==> src/fsic_pkg.sv <==
package fsic_pkg;

   // ==========================================================
   // Source indices, in polling order (0 polls first)
   localparam int unsigned NUM_SRC     = 5;
   localparam logic [2:0]  SRC_MODE    = 3'h0;
   localparam logic [2:0]  SRC_DDC     = 3'h1;
   localparam logic [2:0]  SRC_TMR0    = 3'h2;
   localparam logic [2:0]  SRC_EXT1    = 3'h3;
   localparam logic [2:0]  SRC_TMR1    = 3'h4;

   // ==========================================================
   // Register byte addresses (word aligned)
   localparam logic [3:0]  ADDR_ENABLE   = 4'h0;
   localparam logic [3:0]  ADDR_PRIORITY = 4'h4;
   localparam logic [3:0]  ADDR_TCTRL    = 4'h8;
   localparam logic [3:0]  ADDR_FLAGS    = 4'hc;

   // ==========================================================
   // Field positions
   // Enable register: bit 7 global, bits 5,3,2,1,0 sources
   localparam int unsigned EN_GLOBAL_BIT  = 7;
   localparam int unsigned EN_DDC_BIT     = 5;
   localparam int unsigned EN_TMR1_BIT    = 3;
   localparam int unsigned EN_EXT1_BIT    = 2;
   localparam int unsigned EN_TMR0_BIT    = 1;
   localparam int unsigned EN_MODE_BIT    = 0;
   // Timer control: trigger selects
   localparam int unsigned TC_MODE_TRIG   = 0;
   localparam int unsigned TC_EXT1_TRIG   = 2;
   // Flags register bit positions
   localparam int unsigned FL_MODE        = 0;
   localparam int unsigned FL_EXT1        = 1;
   localparam int unsigned FL_TMR0        = 2;
   localparam int unsigned FL_TMR1        = 3;
   localparam int unsigned FL_SERIAL      = 4;
   localparam int unsigned FL_DISPLAY     = 5;
   localparam int unsigned FL_HOSTSW      = 6;
   // Bus answer on unmapped reads
   localparam logic [31:0] UNMAPPED_DATA  = 32'h0000_0000;

   // ==========================================================
   // Reset values
   localparam logic [7:0]  ENABLE_RST    = 8'h00;
   localparam logic [7:0]  PRIORITY_RST  = 8'h00;
   localparam logic [7:0]  TCTRL_RST     = 8'h00;
   localparam logic [6:0]  FLAGS_RST     = 7'h00;

   // ==========================================================
   // Vector addresses, indexed by source
   localparam logic [15:0] VEC_MODE      = 16'h0003;
   localparam logic [15:0] VEC_DDC       = 16'h002b;
   localparam logic [15:0] VEC_TMR0      = 16'h000b;
   localparam logic [15:0] VEC_EXT1      = 16'h0013;
   localparam logic [15:0] VEC_TMR1      = 16'h001b;

   // ==========================================================
   // Carriers
   typedef struct packed {
      logic        read;
      logic        write;
      logic [3:0]  address;
      logic [31:0] writedata;
   } fsic_bus_req_t;

   typedef struct packed {
      logic        mode_change;     // Mode detector change level
      logic        ext1_pin;        // External input one (async pin)
      logic        tmr0_overflow;   // One-cycle pulses from timers
      logic        tmr1_overflow;
      logic        serial_event;    // Serial interface event pulse
      logic        display_event;   // Display channel event pulse
      logic        host_switch;     // Host switch event pulse
   } fsic_src_t;

   typedef struct packed {
      logic        valid;
      logic [2:0]  source;
      logic [15:0] vector;
      logic        high_level;
   } fsic_vec_t;

   typedef enum logic [1:0] {
      FSIC_IDLE,
      FSIC_OFFER,
      FSIC_WAIT
   } fsic_state_t;

endpackage

==> src/fsic_top.sv <==
`timescale 1ns/1ps
`default_nettype none

module fsic_top (
   input  wire logic                  ref_clk,
   input  wire logic                  rst_b,
   // Avalon-MM slave
   input  wire logic [3:0]            avs_address,
   input  wire logic                  avs_read,
   input  wire logic                  avs_write,
   input  wire logic [31:0]           avs_writedata,
   output logic      [31:0]           avs_readdata,
   output logic                       avs_waitrequest,
   // Interrupt sources
   input  wire fsic_pkg::fsic_src_t   src_in,
   // Core handshake
   input  wire logic                  core_poll_ok,
   input  wire logic                  vector_taken,
   input  wire logic                  return_from_interrupt,
   output fsic_pkg::fsic_vec_t        vec_out,
   output logic [1:0]                 level_busy
);

   // ==========================================================
   // State record
   typedef struct packed {
      logic [7:0]            enable;      // irq_enable_reg
      logic [7:0]            priority_;   // irq_priority_reg
      logic [7:0]            tctrl;       // timer_control_reg trigger bits
      logic [6:0]            flags;       // Request flags
      logic                  mode_prev;   // Mode level of last cycle
      logic                  ext1_prev;   // Ext1 level of last cycle
      logic [4:0]            sample;      // Sampled requests, polled next
      logic                  in_prog_lo;  // Low level service running
      logic                  in_prog_hi;  // High level service running
      logic                  rd_ack;      // Read answer cycle
      logic                  wr_ack;      // Write answer cycle
      logic [31:0]           rdata;       // Registered read data
      fsic_pkg::fsic_state_t state;       // Vectoring handshake state
      fsic_pkg::fsic_vec_t   vec;         // Offered vector
      logic                  blocked;     // Enable or priority write blocks next poll
   } fsic_state_rec_t;

   fsic_state_rec_t st_reg;   // Current state
   fsic_state_rec_t st_next;  // Next state

   // ==========================================================
   // Synchronised pin inputs
   logic [1:0] pins_sync;     // [1] mode change, [0] ext1

   fsic_sync #(
      .WIDTH (2)
   ) u_sync (
      .ref_clk  (ref_clk),
      .rst_b    (rst_b),
      .async_in ({src_in.mode_change, src_in.ext1_pin}),
      .sync_out (pins_sync)
   );

   // ==========================================================
   // Arbitration
   logic       arb_found;     // A poll winner exists
   logic [2:0] arb_winner;    // Winning source index
   logic       arb_high;      // Winner sits at high level
   logic [4:0] high_sel;      // Per-source level bits
   logic [4:0] gated_req;     // Enabled samples

   // Level bit per source in polling order
   always_comb begin
      high_sel[fsic_pkg::SRC_MODE] = st_reg.priority_[fsic_pkg::EN_MODE_BIT];
      high_sel[fsic_pkg::SRC_DDC]  = st_reg.priority_[fsic_pkg::EN_DDC_BIT];
      high_sel[fsic_pkg::SRC_TMR0] = st_reg.priority_[fsic_pkg::EN_TMR0_BIT];
      high_sel[fsic_pkg::SRC_EXT1] = st_reg.priority_[fsic_pkg::EN_EXT1_BIT];
      high_sel[fsic_pkg::SRC_TMR1] = st_reg.priority_[fsic_pkg::EN_TMR1_BIT];
   end

   fsic_arbiter u_arb (
      .request     (gated_req),
      .high_sel    (high_sel),
      .allow_low   (!st_reg.in_prog_lo && !st_reg.in_prog_hi),
      .allow_high  (!st_reg.in_prog_hi),
      .found       (arb_found),
      .winner      (arb_winner),
      .winner_high (arb_high)
   );

   // ==========================================================
   // Vector lookup, used for offer
   function automatic logic [15:0] vec_of(input logic [2:0] s);
      logic [15:0] v;
      case (s)
         fsic_pkg::SRC_MODE: v = fsic_pkg::VEC_MODE;
         fsic_pkg::SRC_DDC:  v = fsic_pkg::VEC_DDC;
         fsic_pkg::SRC_TMR0: v = fsic_pkg::VEC_TMR0;
         fsic_pkg::SRC_EXT1: v = fsic_pkg::VEC_EXT1;
         default:            v = fsic_pkg::VEC_TMR1;
      endcase
      return v;
   endfunction

   // ==========================================================
   // Request lines seen by the sampler
   logic [4:0] raw_req;       // Live request per source
   logic       mode_edge;     // Falling edge on mode line
   logic       ext1_edge;     // Falling edge on ext1 line
   logic       mode_is_edge;  // Mode change trigger select
   logic       ext1_is_edge;  // Ext1 trigger select
   logic       wr_hit;        // Accepted write this cycle

   always_comb begin
      mode_is_edge = st_reg.tctrl[fsic_pkg::TC_MODE_TRIG];
      ext1_is_edge = st_reg.tctrl[fsic_pkg::TC_EXT1_TRIG];
      // Active-low inputs, as on the classic core pins
      mode_edge = st_reg.mode_prev && !pins_sync[1];
      ext1_edge = st_reg.ext1_prev && !pins_sync[0];
      raw_req[fsic_pkg::SRC_MODE] = st_reg.flags[fsic_pkg::FL_MODE];
      raw_req[fsic_pkg::SRC_DDC]  = st_reg.flags[fsic_pkg::FL_SERIAL]
                                  | st_reg.flags[fsic_pkg::FL_DISPLAY]
                                  | st_reg.flags[fsic_pkg::FL_HOSTSW];
      raw_req[fsic_pkg::SRC_TMR0] = st_reg.flags[fsic_pkg::FL_TMR0];
      raw_req[fsic_pkg::SRC_EXT1] = st_reg.flags[fsic_pkg::FL_EXT1];
      raw_req[fsic_pkg::SRC_TMR1] = st_reg.flags[fsic_pkg::FL_TMR1];
      gated_req = (st_reg.enable[fsic_pkg::EN_GLOBAL_BIT] && !st_reg.blocked)
                ? (st_reg.sample & {st_reg.enable[fsic_pkg::EN_TMR1_BIT],
                                    st_reg.enable[fsic_pkg::EN_EXT1_BIT],
                                    st_reg.enable[fsic_pkg::EN_TMR0_BIT],
                                    st_reg.enable[fsic_pkg::EN_DDC_BIT],
                                    st_reg.enable[fsic_pkg::EN_MODE_BIT]})
                : 5'h00;
      wr_hit = avs_write && st_reg.wr_ack;
   end

   // ==========================================================
   // Next-state logic
   always_comb begin
      logic       take;     // Core took the offered vector
      logic [2:0] ts;       // Taken source
      st_next = st_reg;
      take    = (st_reg.state == fsic_pkg::FSIC_OFFER) && vector_taken;
      ts      = st_reg.vec.source;

      // Line history for edge detection
      st_next.mode_prev = pins_sync[1];
      st_next.ext1_prev = pins_sync[0];
      st_next.rd_ack    = 1'b0;
      st_next.wr_ack    = avs_write && !st_reg.wr_ack;
      st_next.blocked   = 1'b0;

      // Hardware clears on vectoring; sets below win over them
      if (take) begin
         if (ts == fsic_pkg::SRC_MODE && mode_is_edge) begin
            st_next.flags[fsic_pkg::FL_MODE] = 1'b0;
         end
         if (ts == fsic_pkg::SRC_EXT1 && ext1_is_edge) begin
            st_next.flags[fsic_pkg::FL_EXT1] = 1'b0;
         end
         if (ts == fsic_pkg::SRC_TMR0) begin
            st_next.flags[fsic_pkg::FL_TMR0] = 1'b0;
         end
         if (ts == fsic_pkg::SRC_TMR1) begin
            st_next.flags[fsic_pkg::FL_TMR1] = 1'b0;
         end
      end

      // Register writes; flag writes behave like hardware
      if (wr_hit) begin
         if (avs_address == fsic_pkg::ADDR_ENABLE) begin
            st_next.enable  = avs_writedata[7:0];
            st_next.blocked = 1'b1;
         end else if (avs_address == fsic_pkg::ADDR_PRIORITY) begin
            st_next.priority_ = avs_writedata[7:0];
            st_next.blocked   = 1'b1;
         end else if (avs_address == fsic_pkg::ADDR_TCTRL) begin
            st_next.tctrl = avs_writedata[7:0];
         end else if (avs_address == fsic_pkg::ADDR_FLAGS) begin
            st_next.flags = avs_writedata[6:0];
         end
      end

      // Level sources follow the line; edge sources latch
      if (mode_is_edge) begin
         if (mode_edge) begin
            st_next.flags[fsic_pkg::FL_MODE] = 1'b1;
         end
      end else begin
         st_next.flags[fsic_pkg::FL_MODE] = !pins_sync[1];
      end
      if (ext1_is_edge) begin
         if (ext1_edge) begin
            st_next.flags[fsic_pkg::FL_EXT1] = 1'b1;
         end
      end else begin
         st_next.flags[fsic_pkg::FL_EXT1] = !pins_sync[0];
      end
      // Overflow and DDC events set their flags
      if (src_in.tmr0_overflow) begin
         st_next.flags[fsic_pkg::FL_TMR0] = 1'b1;
      end
      if (src_in.tmr1_overflow) begin
         st_next.flags[fsic_pkg::FL_TMR1] = 1'b1;
      end
      if (src_in.serial_event) begin
         st_next.flags[fsic_pkg::FL_SERIAL] = 1'b1;
      end
      if (src_in.display_event) begin
         st_next.flags[fsic_pkg::FL_DISPLAY] = 1'b1;
      end
      if (src_in.host_switch) begin
         st_next.flags[fsic_pkg::FL_HOSTSW] = 1'b1;
      end

      // Sample every cycle; a blocked poll is simply dropped
      st_next.sample = raw_req;

      // Return ends the innermost level only
      if (return_from_interrupt) begin
         if (st_reg.in_prog_hi) begin
            st_next.in_prog_hi = 1'b0;
         end else begin
            st_next.in_prog_lo = 1'b0;
         end
      end

      // Vectoring handshake
      case (st_reg.state)
         fsic_pkg::FSIC_IDLE: begin
            st_next.vec.valid = 1'b0;
            if (arb_found && core_poll_ok && !return_from_interrupt) begin
               st_next.vec.valid      = 1'b1;
               st_next.vec.source     = arb_winner;
               st_next.vec.vector     = vec_of(arb_winner);
               st_next.vec.high_level = arb_high;
               st_next.state          = fsic_pkg::FSIC_OFFER;
            end
         end
         fsic_pkg::FSIC_OFFER: begin
            if (vector_taken) begin
               st_next.vec.valid = 1'b0;
               if (st_reg.vec.high_level) begin
                  st_next.in_prog_hi = 1'b1;
               end else begin
                  st_next.in_prog_lo = 1'b1;
               end
               st_next.state = fsic_pkg::FSIC_WAIT;
            end
         end
         default: begin
            // One cycle for flags to settle before the next poll
            st_next.state = fsic_pkg::FSIC_IDLE;
         end
      endcase

      // Register reads
      if (avs_read && !st_reg.rd_ack) begin
         st_next.rd_ack = 1'b1;
         if (avs_address == fsic_pkg::ADDR_ENABLE) begin
            st_next.rdata = {24'h0, st_reg.enable};
         end else if (avs_address == fsic_pkg::ADDR_PRIORITY) begin
            st_next.rdata = {24'h0, st_reg.priority_};
         end else if (avs_address == fsic_pkg::ADDR_TCTRL) begin
            st_next.rdata = {24'h0, st_reg.tctrl};
         end else if (avs_address == fsic_pkg::ADDR_FLAGS) begin
            st_next.rdata = {22'h0, st_reg.in_prog_hi, st_reg.in_prog_lo,
                             1'b0, st_reg.flags};
         end else begin
            st_next.rdata = fsic_pkg::UNMAPPED_DATA;
         end
      end
   end

   // ==========================================================
   // State register
   always_ff @(posedge ref_clk or negedge rst_b) begin
      if (!rst_b) begin
         st_reg           <= '0;
         st_reg.enable    <= fsic_pkg::ENABLE_RST;
         st_reg.priority_ <= fsic_pkg::PRIORITY_RST;
         st_reg.tctrl     <= fsic_pkg::TCTRL_RST;
         st_reg.flags     <= fsic_pkg::FLAGS_RST;
         st_reg.state     <= fsic_pkg::FSIC_IDLE;
      end else begin
         st_reg <= st_next;
      end
   end

   // ==========================================================
   // Outputs; wait one cycle on every access
   assign avs_waitrequest = (avs_read && !st_reg.rd_ack) || (avs_write && !st_reg.wr_ack);
   assign avs_readdata    = st_reg.rdata;
   assign vec_out         = st_reg.vec;
   assign level_busy      = {st_reg.in_prog_hi, st_reg.in_prog_lo};

endmodule

`default_nettype wire

==> src/fsic_sync.sv <==
`timescale 1ns/1ps
`default_nettype none

// Two-stage synchroniser for asynchronous level inputs
module fsic_sync #(
   parameter int unsigned WIDTH = 1
) (
   input  wire logic             ref_clk,
   input  wire logic             rst_b,
   input  wire logic [WIDTH-1:0] async_in,
   output logic      [WIDTH-1:0] sync_out
);

   // ==========================================================
   // Stage registers
   logic [WIDTH-1:0] meta_reg;   // First stage, read only by second
   logic [WIDTH-1:0] sync_reg;   // Second stage, safe to use

   // First stage feeds only the second stage
   always_ff @(posedge ref_clk or negedge rst_b) begin
      if (!rst_b) begin
         meta_reg <= '0;
         sync_reg <= '0;
      end else begin
         meta_reg <= async_in;
         sync_reg <= meta_reg;
      end
   end

   assign sync_out = sync_reg;

endmodule

`default_nettype wire

==> src/fsic_arbiter.sv <==
`timescale 1ns/1ps
`default_nettype none

// Combinational winner pick: high level first, then polling order
module fsic_arbiter (
   input  wire logic [4:0] request,
   input  wire logic [4:0] high_sel,
   input  wire logic       allow_low,
   input  wire logic       allow_high,
   output logic            found,
   output logic [2:0]      winner,
   output logic            winner_high
);

   // ==========================================================
   // Lowest set index wins (index 0 polls first)
   function automatic logic [2:0] first_set(input logic [4:0] v);
      logic [2:0] idx;
      idx = 3'h0;
      for (int i = 4; i >= 0; i--) begin
         if (v[i]) begin
            idx = 3'(i);
         end
      end
      return idx;
   endfunction

   logic [4:0] hi_req;   // Requests at high level
   logic [4:0] lo_req;   // Requests at low level

   // High level beats low in the same cycle
   always_comb begin
      hi_req      = allow_high ? (request & high_sel) : 5'h00;
      lo_req      = allow_low ? (request & ~high_sel) : 5'h00;
      found       = 1'b0;
      winner      = 3'h0;
      winner_high = 1'b0;
      if (|hi_req) begin
         found       = 1'b1;
         winner      = first_set(hi_req);
         winner_high = 1'b1;
      end else if (|lo_req) begin
         found       = 1'b1;
         winner      = first_set(lo_req);
      end
   end

endmodule

`default_nettype wire

==> config.mk <==
export PLATFORM = sky130hd
export DESIGN_NAME = fsic_top
export DESIGN_NICKNAME = d
export VERILOG_FILES = /design/src/fsic_pkg.sv /design/src/fsic_top.sv /design/src/fsic_sync.sv /design/src/fsic_arbiter.sv
export SDC_FILE = /design/constraint.sdc
export NUM_CORES = 1
export LEC_CHECK = 0
export ABC_AREA = 1
export BUFFER_PORTS_ARGS = -buffer_cell sky130_fd_sc_hd__buf_4
export CORE_AREA = 10 10 112 84
export CTS_CLUSTER_DIAMETER = 150
export DETAILED_ROUTE_END_ITERATION = 8
export DIE_AREA = 0 0 122 94
export MAX_ROUTING_LAYER = met4
export PLACE_DENSITY = 0.72
export SYNTH_ARGS = -nofsm -noshare
export SYNTH_HDL_FRONTEND = slang
export SYNTH_SLANG_ARGS = --single-unit
export TNS_END_PERCENT = 20
==> constraint.sdc <==
create_clock -name ref_clk -period 4.4 [get_ports ref_clk]
set_input_delay 0.66 -clock ref_clk [delete_from_list [all_inputs] [get_ports ref_clk]]
set_output_delay 0.66 -clock ref_clk [all_outputs]
set_load 0.02 [all_outputs]
; ---- After elaboration in Yosys (flattened, before gate mapping)
; Cells that the tools add are included.
[op_classes]
addsub = 0
order_cmp = 0
muxes = 56
n_mul = 0
reduce_logical = 43
eq_ne = 21
shift = 0
bitwise = 8
n_div = 0
[ops]
columns = cell, n
row1 = 2-to-1 mux 10 bit, 4
row2 = 2-to-1 mux 3 bit, 13
row3 = 2-to-1 mux 7 bit, 5
row4 = one-hot mux 6 bit (4 select lines), 1
row5 = 2-to-1 mux 1 bit, 23
row6 = 2-to-1 mux 23 bit, 1
row7 = != test 2 bit (second input constant), 11
row8 = bitwise AND 5 bit, 3
row9 = 2-to-1 mux 5 bit, 3
row10 = AND reduction 5 bit, 3
row11 = nonzero test 2 bit, 7
row12 = equality test 3 x 2 -> 1 bit (second input constant), 4
row13 = logical AND 1 bit, 12
row14 = OR reduction 5 bit, 2
row15 = equality test 4 bit (second input constant), 2
row16 = logical NOT 1 bit, 8
row17 = AND reduction 2 bit, 4
row18 = logical NOT 3 bit, 2
row19 = 2-to-1 mux 2 bit, 3
row20 = NOT 5 bit, 1
row21 = equality test 4 x 3 -> 1 bit (second input constant), 1
row22 = logical NOT 4 bit, 1
row23 = 2-to-1 mux 4 bit, 1
row24 = one-hot mux 2 bit (2 select lines), 1
row25 = 10 further kinds, 12
[word_totals]
rom_bits = 0
ff_bits = 102
memories = 0
word_cells = 151
inputBits = 50
latch_bits = 0
mem_bits_rw = 0

; ---- Logic depth before layout (Yosys ltp)
; Gate-level depths: netlist (run 1).
[logic_depth]
word_depth = 16
ltp_mapped = 14

; ---- Modules after synthesis
; A second synthesis (run 1) with hierarchy kept.
[hier_totals]
hier_cells = 415
hier_area_um2 = 3470.8
[by_module_without_submodules]
columns = module, area_each_um2, cells_per_inst, seq_area_each_um2, instances
row1 = fsic_top, 3155.5, 368, 1601.5, 1
row2 = fsic_arbiter, 215.2, 43, 0.0, 1
row3 = fsic_sync, 100.1, 4, 100.1, 1

; ---- Worst setup path after synthesis (run 1)
; No wires, ideal clock.
[synth_path]
path_type = input-to-output
start = in avs_read
end = out avs_waitrequest
slack_ns = 2.396
t_arrival_ns = 1.344
n_path_buf = 1
path_stages = 5
cell_sequence = inv_1 -> nor2_1 -> inv_1 -> clkbuf_1 -> o21ai_0
[synth_via]
elab_chain_len = 2
[synth_lines]
columns = element, line
row1 = "start, declared", fsic_top.sv:9  ; input wire logic avs_read,
row2 = logical AND 1 bit, fsic_top.sv:288  ; assign avs_waitrequest = (avs_read && !st_reg.rd_ack) || (avs_write && !st_reg.wr_ack);
row3 = logical OR 1 bit, fsic_top.sv:288
row4 = "end, declared", fsic_top.sv:13  ; output logic avs_waitrequest,
; No other way between the ends.

; ---- Worst setup path after layout (run 1)
; Ends and elaborated chain as after synthesis.

==> summary.txt, run 1 <==
Yosys
  – Synth warn: 0
  – Largest cells by area after synthesis: dfrtp_1, buf_4, nand2_1
  – Post-Synthesis Cells: between 400 and 500
  – Ys async rst share: 100%
  – Post-synth top area cell: dfrtp_1
  – Post-synth EDFFs: 0
  – Synth unique cells: 33
  – Synthesized cell area: 3500 um^2
  – Syn avg cell area: 8.52 um^2
  – FF+latch count, synth: 68
  – Share of the synthesized area in the top cell type: 48.6%
  – Register area share after synthesis: 48.6%
  – Primary FF master, synth: dfrtp_1

Timing
  – Final hold vios: 0
  – Fmax: between 400 and 500 MHz
  – Fin worst setup slack: 2.17 ns
  – Setup TNS: 0 ns
  – Final period utilization: 50.7%
  – Slew Limit Fails: 0
  – RSZ-0062 raised after global routing: false
  – Period minus WS final: 2.23 ns
  – Worst Tran Pin Value: 0.826 ns
  – Relative slew margins: 44.9%
  – Layout Skew: approximately 0.0060 ns
  – Final Setup Violations: 0

Routing
  – Vias: approximately 2,600
  – # DRC: 0
  – Initial DRC Count: 186
  – DR vias/cell: 4.75
  – 1st-pass router iterations: 4
  – DRT Wirelength: between 7000 and 8000 um
  – Post-DRT Antenna Nets: 0
  – DR WL/cell: approximately 15 um

GRT
  – Number of global-route vias before repair: ~2,600
  – Total Routing Usage GR: 14.4%
  – Largest net degree at the start of global routing: 69
  – Initial antenna violation count: 0
  – First-pass GRT wire length: roughly 13,000 um
  – Global route overflow: 0

Worst setup path
  – CP startpoint: avs_read
  – Critical path, cell by cell: buf_4, inv_1, nor2_1, inv_1, o21ai_0, buf_4
  – Worst flop-to-flop path endpoint: vec_out[4]
  – CP Buf/Inv Count: 4
  – Critical path endpoint category: output port
  – CP Launch Type: input pin
  – Maximum fanout along the worst path: 20
  – Worst R2R Start: level_busy[1]
  – Crit path required time: roughly 3.7 ns
  – Max incr delay on CP: 0.37 ns
  – CP arrival: between 1.5 and 2 ns
  – Crit-path slowest cell: inv_1
  – Worst reg2reg path depth: 14
  – Crit path max-delay family: buffers and inverters
  – Critical path type: in -> out
  – Reg2Reg Setup Slack: 2.70 ns

Status
  – Status: completed

Finish
  – Storage cell area: 1700 um^2
  – Area delta synth->final: 11.0%
  – Share of cells above drive strength 1: 21.3%
  – Max reg flops: 32
  – Multi-input gate area: about 1300 um^2
  – ANT cells: 0
  – Layout fillers: 681
  – Nets: 490

Pwr
  – Int Power: 1190 uW
  – Combinational fraction of design power: 21.4%
  – Sw Ratio: 31.0%
  – Net load switching power: 537 uW
  – Pwr/cell area: 445 nW/um^2
  – Maximum vdd drop: 0.262 mV
  – Clock group share of total power: about 34%
  – Seq pwr share: between 40% and 50%
  – Leak: 0.00196 uW

Floorplanning
  – Num ports: 106
  – Die width: 122 um
  – Starting Density: 48.7%
  – # rows: 26
  – Die area: 11,500 um^2
  – Die Y: 94 um
  – Core Footprint: 7190 um^2

Clock tree
  – Number of setup buffers added after CTS: 0
  – CTS root buf: clkbuf_8
  – H-tree levels: 3
  – CTS tree: built
  – PostCTS Resize Cnt: 0
  – CTS hold repair buffers: 0
  – Clock Pin Slew Worst Setup and Hold Paths: roughly 0.070 ns
  – CTS Buf Count: 9
  – CTS max path bufs: 2
  – Clock tree sinks: around 70
  – Clk Latency, worst-skew pair: 0.35 ns

Placement
  – Gpl congestion: between 0.8 and 0.9
  – Place WS: just over 2 ns
  – Hpwl dp: 5980 um
  – Port Buffers: 48

Hold path
  – Worst hold path type: reg -> reg
  – Hold Path Cell Cnt: 0
  – Hold Crit Start: u_sync.meta_reg[1]
  – End point of the worst hold path: u_sync.sync_out[1]

Flow run
  – Max-Cap Viols: 0
-- per-stage QoR --
stage          util, %  cell area (um^2)  total power, uW  hold slack (ns)  instances
2_1_floorplan        -              3620             1080            0.331        443
3_3_place_gp      50.8              3650             1140            0.333        527
3_5_place_dp      50.8              3650             1150            0.337        527
4_1_cts           54.1              3890             1750            0.355        543
5_1_grt           54.1              3890             1830            0.375        543
6_report          54.1              3890             1730            0.352        543
-- how the worst max path moves through the flow --
stage / to / slack (ns) / cells past startpoint
6_report: avs_waitrequest / 2.17 / 6
3_5_place_dp: raw_req[3] / 2.01 / 7
5_1_grt: avs_waitrequest / 2.00 / 6
2_1_floorplan: avs_waitrequest / 2.40 / 5
4_1_cts: avs_waitrequest / 2.14 / 6
3_3_place_gp: raw_req[3] / 2.05 / 7
-- area by class of cell --
type | instances | share of cell area (%)
Clock inverter | 5 | 2.16
Timing Repair Buffer | 48 | 9.26
Clock buffer | 11 | 3.89
Tap cell | 98 | 3.15
Inverter | 55 | 5.34
Sequential cell | 68 | 43.7
Multi-Input combinational cell | 258 | 32.5
-- worst reg2reg max path: cells and delay by family, from the launching register on --
family                 cells  cell delay (ns)
buffers and inverters      4             0.23
DFF                        1             0.46
and+or+nand+nor           10             0.91
-- cell families (layout without fill, tap and decap cells) --
group	Yosys count	in the layout	share of synthesized area, %
flip-flops	68	68	48.6
buffers and inverters	117	119	18.8
other	1	33	0.107
AND/OR/NAND/NOR	143	143	19.4
AO/OA/AOI/OAI	82	82	13.1
-- placed cells by master (no fill, tap or decap), types with 2 or more instances in the layout --
cell        count
nand2_1        80
dfrtp_1        68
inv_1          48
buf_4          48
o21ai_0        40
conb_1         33
nand3_1        20
nor2_1         16
a21oi_1        13
o21ai_1        12
clkbuf_8       11
nor2_2          7
inv_2           6
nand2_2         5
o221ai_1        5
nand3_2         4
o22ai_1         3
nand2_4         3
o211ai_1        2
nor4_1          2
nor2_4          2
o31ai_1         2
a211oi_1        2
bufinv_16       2
clkinvlp_4      2
-- power by group through the flow --
stage	registers (uW)	logic, uW	clock network, uW
final	770	370	590
after global routing	783	416	632
after CTS	769	373	605
after detailed placement	781	372	0
after global placement	778	366	0
after floorplan	763	317	0
-- synth_stat cells, types with 4 or more instances --
cell type  instances
nand2_2            5
o221ai_1           5
a21oi_1           13
nor2_2             7
inv_2              6
nor2_1            16
inv_1             48
dfrtp_1           68
o21ai_0           40
buf_4             56
nand2_1           80
o21ai_1           12
clkbuf_1           4
nand3_2            4
nand3_1           20
-- routing by layer --
layer	vias to the layer above	GRT usage (%)	wire length (um)	part of all wire, %
met4	0	3.27	34	0.43
met1	1189	18.1	3700	47
met3	4	6.31	695	8.8
met2	90	20.9	3460	44
met5	-	-	0	0
li1	1295	-	-	-
(Power assumes the default switching activity.)
==> inputs of run 2 (changes only) <==
ABC_AREA = 0   (was 1)
CORE_AREA = 10 10 115 86   (was 10 10 112 84)
DIE_AREA = 0 0 125 96   (was 0 0 122 94)
PLACE_DENSITY = 0.7   (was 0.72)
clock period = 1.9 ns   (was 4.4 ns; I/O delays follow)
==> run 2 against run 1 <==
  * Synthesized cell count decreased by 29%
  * Cell count decreased by 19%
  * Worst hold slack got worse by 0.30 ns
  * Combinational power increased by 140%
  * Register-to-register slack got worse by 2.6 ns
  * Critical path depth decreased by 1
  * Utilization decreased by 2.8 points
  * Via count decreased by 16%
  * Clock power increased by 110%
  * First-iteration DRC count increased by 0.54%
  * Critical endpoint is now vec_out[19]
  * Highest routed layer unchanged
==> summary.txt, run 2 <==
Worst setup path
  – Critical path, cell by cell: or3b_4, o22ai_4, nor3_2, a21oi_4, mux2_2
  – Maximum fanout along the worst path: 6
  – Max incr delay on CP: 0.45 ns
  – CP arrival: 2.07 ns
  – CP Launch Type: flip-flop
  – Crit path required time: around 2.1 ns
  – Crit-path slowest cell: or3b_4
  – Crit path max-delay family: simple AND/OR/NAND/NOR gates
  – Critical path type: reg -> reg
  – Critical path endpoint category: flip-flop
  – CP Buf/Inv Count: 0

Timing
  – Fin worst setup slack: approximately 0.062 ns
  – Final hold vios: 0
  – Layout Skew: 0.0134 ns
  – Setup TNS: 0 ns
  – Final Setup Violations: 0
  – Final period utilization: 96.7%
  – Slew Limit Fails: 0
  – RSZ-0062 raised after global routing: true
  – Fmax: 544 MHz
  – Relative slew margins: 45.7%
  – Worst Tran Pin Value: 0.808 ns
  – Final hold slack: ~0.049 ns
  – Period minus WS final: roughly 1.8 ns

Yosys
  – Multiplexer share of the synthesized area: 13.4%
  – Synth warn: 0
  – Synth Area in Adders: 0%
  – Synth top cells by count: dfrtp_1, buf_4, mux2_2
  – Post-synth EDFFs: 0
  – Cell with the most instances after synthesis: dfrtp_1
  – Xor/xnor share of the synthesized area: 0.255%
  – Synthesized cell area: 3430 um^2
  – Main combinational cell family by area after synthesis: buffers and inverters
  – Syn avg cell area: 11.8 um^2
  – Synth Area in Compound Gates: roughly an eighth
  – Synth unique cells: 51
  – Share of the synthesized area in the top cell type: 49.6%
  – Synth Area in Simple Gates: between 10% and 20%
  – Primary FF master, synth: dfrtp_1
  – Ys async rst share: 100%
  – Post-synth top area cell: dfrtp_1
  – FF+latch count, synth: 68
  – Largest cells by area after synthesis: dfrtp_1, buf_4, mux2_2
  – Register area share after synthesis: 49.6%
  – Post-Synthesis Cells: 291

Flow run
  – Max-Cap Viols: 0

Finish
  – Final Instance Area: approximately 4000 um^2
  – Most frequent cells in the layout: dfrtp_1, buf_4, conb_1, mux2_2, nand2_1
  – Most common cell after layout, fill and taps aside: dfrtp_1
  – Area delta synth->final: 15.2%
  – ANT cells: 0
  – Share of cells above drive strength 1: 37.4%
  – Max reg flops: 32
  – Nets: 385
  – Fin cells: 441

Clock tree
  – CTS tree: built
  – Clk Latency, worst-skew pair: 0.35 ns
  – CTS root buf: clkbuf_8
  – Clock Pin Slew Worst Setup and Hold Paths: 0.07 ns
  – CTS Buf Count: 9
  – H-tree levels: 3
  – CTS max path bufs: 2
  – Clock tree sinks: slightly below 70

Routing
  – Initial DRC Count: 187
  – 1st-pass router iterations: 4
  – DR vias/cell: 4.90
  – DR WL/cell: approximately 17 um
  – DRT Wirelength: around 7500 um
  – # DRC: 0
  – Vias: 2,159
  – Post-DRT Antenna Nets: 0

Pwr
  – Pwr/cell area: ~980 nW/um^2
  – Clock group share of total power: approximately 31%
  – Leak: 0.00181 uW
  – Sw Ratio: 30.1%
  – Seq pwr share: between 40% and 50%
  – Net load switching power: 1170 uW
  – Int Power: 2720 uW
  – Combinational fraction of design power: 22.8%
  – Maximum vdd drop: 0.638 mV

Floorplanning
  – Num ports: 106
  – Die width: between 100 and 150 um
  – Die Y: 96 um
  – # rows: 27
  – Starting Density: between 40% and 50%
  – Core Footprint: 7700 um^2
  – Die area: 12,000 um^2

Placement
  – Hpwl dp: ~5600 um
  – Placed cell area: 3700 um^2
  – Gpl congestion: 0.804
  – Inst Count DP: 422
  – Port Buffers: 48
  – Place WS: -0.00390 ns

GRT
  – Global route overflow: 0
  – Number of global-route vias before repair: 2,325
  – First-pass GRT wire length: 12,300 um
  – Initial antenna violation count: 0
  – Total Routing Usage GR: 13.2%
  – Largest net degree at the start of global routing: 41

Status
  – Status: completed

Hold path
  – Worst hold path type: in -> reg
## run 2: changes by cell type after synthesis, moves of 15 or more
cell,delta
o21ai_0,-30
mux2_2,+26
inv_1,-40
nand3_1,-15
nand2_1,-67
## run 2: stage by stage
stage                     utilization (%)  power [uW]
after floorplan                         -        2520
after global placement               48.0        2670
after detailed placement             48.0        2690
after CTS                            50.8        3910
after global routing                 51.3        4110
final                                51.3        3890
## run 2: timing repair
action / in CTS / in global routing
pin swaps: 0 / 1
setup buffers: 0 / 2
endpoints found under the hold margin: 28 / 0
setup endpoints to repair: 2 / 7
cloned: 0 / 0
hold buffers: 1 / 0
resized for setup: 2 / 4
## run 2: worst paths after layout
path	from	to	depth (start not counted)	slack, ns
worst min register to register	u_sync.meta_reg[1]	u_sync.sync_out[1]	0	0.35
worst max register to register	st_reg[97]	vec_out[19]	5	0.06
worst min-delay path	src_in[5]	u_sync.meta_reg[0]	1	0.05
max in group asynchronous	rst_b	st_reg[97]	3	0.93
min in group asynchronous	rst_b	st_reg[23]	2	0.40
worst max-delay path	st_reg[97]	vec_out[19]	5	0.06
## run 2: cell families after synthesis
logic type | count (synthesis)
muxes | 34
DFF | 68
other | 1
xor gates and xnor gates | 1
AOI/OAI and AO/OA | 53
buffers and inverters | 71
and+or+nand+nor | 63
## run 2: routing by layer
metal  GRT usage [%]  up-vias  routed length [um]
met2            18.3       61                3210
li1                -     1041                   -
met3            5.27        7                 549
met4            3.44        0                  56
met5               -        -                   0
met1            17.5     1050                3650
## run 2: area by class of cell
| type | instances | area, um^2 |
|---|---|---|
| flip-flops and latches | 68 | 1700 |
| multi-input cells | 184 | 1390 |
| inverters | 8 | 30.0 |
| repair buffers | 64 | 508 |
| fillers | 672 | 3750 |
| well taps | 101 | 126 |
| clock inverters | 5 | 50.0 |
| clock buffers | 11 | 151 |
## run 2: power groups by stage
stage,combinational (uW),clock (uW),sequential (uW)
floorplan,747,0,1770
global placement,864,0,1810
detailed placement,874,0,1820
CTS,884,1240,1790
global route,975,1310,1830
finish,887,1210,1800
==> inputs of run 3 (changes only) <==
PLACE_DENSITY = 0.77   (was 0.7)
==> run 3 against run 2 <==
  * Critical path depth is the same
  * Fmax shrank 1.1%
  * Sequential cell count is the same
  * Register-to-register slack lost 0.02 ns
  * Sequential power is essentially flat
  * Combinational power grew 4.4%
  * Wire length grew 1.1%
  * Non-clock buffer count grew 3
  * Global-route usage shrank 0.057 points
==> summary.txt, run 3 (synthesis gave the netlist of run 2 again) <==
Placement
  – Placed cell area: roughly 3700 um^2
  – Hpwl dp: between 5000 and 6000 um
  – Place WS: -0.0336 ns
  – Gpl congestion: 0.865
  – Port Buffers: 48

Timing
  – Final hold vios: 0
  – Final Setup Violations: 0
  – RSZ-0062 raised after global routing: true
  – Final period utilization: a little over nine tenths
  – Worst Tran Pin Value: 0.808 ns
  – Relative slew margins: 45.7%
  – Period minus WS final: approximately 1.9 ns
  – Setup TNS: 0 ns
  – Fmax: 538 MHz
  – Slew Limit Fails: 0
  – Final hold slack: around 0.048 ns
  – Fin worst setup slack: 0.0413 ns
  – Layout Skew: 0.00930 ns

GRT
  – Global route overflow: 0
  – Largest net degree at the start of global routing: 38
  – Initial antenna violation count: 0
  – Total Routing Usage GR: between 10% and 20%
  – First-pass GRT wire length: about 12,000 um
  – Number of global-route vias before repair: 2,276

Floorplanning
  – Die width: approximately 130 um
  – # rows: 27
  – Starting Density: 44.6%
  – Core Footprint: 7700 um^2
  – Num ports: approximately 110
  – Die Y: 96 um
  – Die area: 12,000 um^2

Finish
  – Area delta synth->final: 16.9%
  – Nets: ~390
  – Max reg flops: 32
  – Most common cell after layout, fill and taps aside: dfrtp_1
  – Final Instance Area: 4010 um^2
  – Share of cells above drive strength 1: 39.1%
  – ANT cells: 0
  – Layout fillers: 700
  – Most frequent cells in the layout: dfrtp_1, buf_4, conb_1, mux2_2, nand2_1

Pwr
  – Maximum vdd drop: slightly below 0.5 mV
  – Total power: around 4000 uW
  – Pwr/cell area: ~1000 nW/um^2
  – Leak: 0.00183 uW

Routing
  – 1st-pass router iterations: 4
  – Post-DRT Antenna Nets: 0
  – DR vias/cell: 4.95
  – DRT Wirelength: approximately 7500 um
  – DR WL/cell: 17.0 um
  – Initial DRC Count: 212
  – # DRC: 0
  – Vias: 2,200

Clock tree
  – Clock Pin Slew Worst Setup and Hold Paths: 0.08 ns
  – Clock tree sinks: 68
  – CTS max path bufs: 2
  – H-tree levels: 3
  – CTS Buf Count: 9
  – CTS root buf: clkbuf_8
  – Clk Latency, worst-skew pair: 0.35 ns
  – CTS tree: built

Worst setup path
  – Crit path required time: 2.13 ns
  – Crit-path slowest cell: or3b_4
  – CP arrival: roughly 2.1 ns
  – Max incr delay on CP: between 0.4 and 0.5 ns
  – Critical path, cell by cell: or3b_4, o22ai_4, nor3_4, a21oi_4, mux2_4
  – CP Launch Type: flip-flop
  – Critical path type: reg -> reg
  – Worst R2R Start: st_reg[0]
  – Critical path endpoint category: flip-flop
  – Maximum fanout along the worst path: 6
  – Reg2Reg Setup Slack: 0.04 ns
  – CP startpoint: st_reg[0]

Status
  – Status: completed

Hold path
  – Worst hold path type: in -> reg
  – Hold Crit Start: src_in[6]

Flow run
  – Max-Cap Viols: 0
## run 3: layout make-up
class | count | area (um^2) | share of cell area (%)
clock inverter | 7 | 91.3 | 2.28
inverter | 8 | 30.0 | 0.748
sequential | 68 | 1700 | 42.4
clock buffer | 9 | 124 | 3.09
tap | 101 | 126 | 3.15
multi-input combinational | 184 | 1420 | 35.3
timing repair buffer | 67 | 522 | 13.0
## run 3: worst max-delay path, delay by kind of cell, from the launching register on
kind | cells | cell delay, ns
flip-flops | 1 | 0.41
AO/OA/AOI/OAI | 2 | 0.45
multiplexers | 1 | 0.33
AND/OR/NAND/NOR | 2 | 0.55
## run 3: timing repair
item                       CTS  global route
buffers inserted             0             3
setup endpoints to repair    4             8
pin swaps                    0             5
hold endpoints to repair    31             0
hold buffers                 1             0
gates resized for setup      3            10
## run 3: through the flow
stage / instances / utilization [%]
global route: 444 / 52.1
floorplan: 323 / -
finish: 444 / 52.1
global placement: 424 / 48.1
CTS: 441 / 51.2
detailed placement: 424 / 48.1
## run 3: final timing paths
check | depth (start not counted) | endpoint
max | 5 | vec_out[17]
min | 1 | u_sync.meta_reg[1]
max reg2reg | 5 | vec_out[17]
min reg2reg | 0 | u_sync.sync_out[0]
max in group asynchronous | 3 | high_sel[3]
min in group asynchronous | 2 | st_reg[78]
## run 3: metal layers
layer	global-route usage, %	vias to the layer above	wire length, um
met4	2.96	0	57
met2	18.2	77	3280
li1	-	1041	-
met3	5.33	7	532
met1	17.6	1075	3680
met5	-	-	0
## run 3: power by group
part,switching (uW),leakage (uW),total (uW),internal [uW]
sequential,159,0.000846,1800,1640
clock,549,0.000109,1280,733
combinational,502,0.000874,926,424
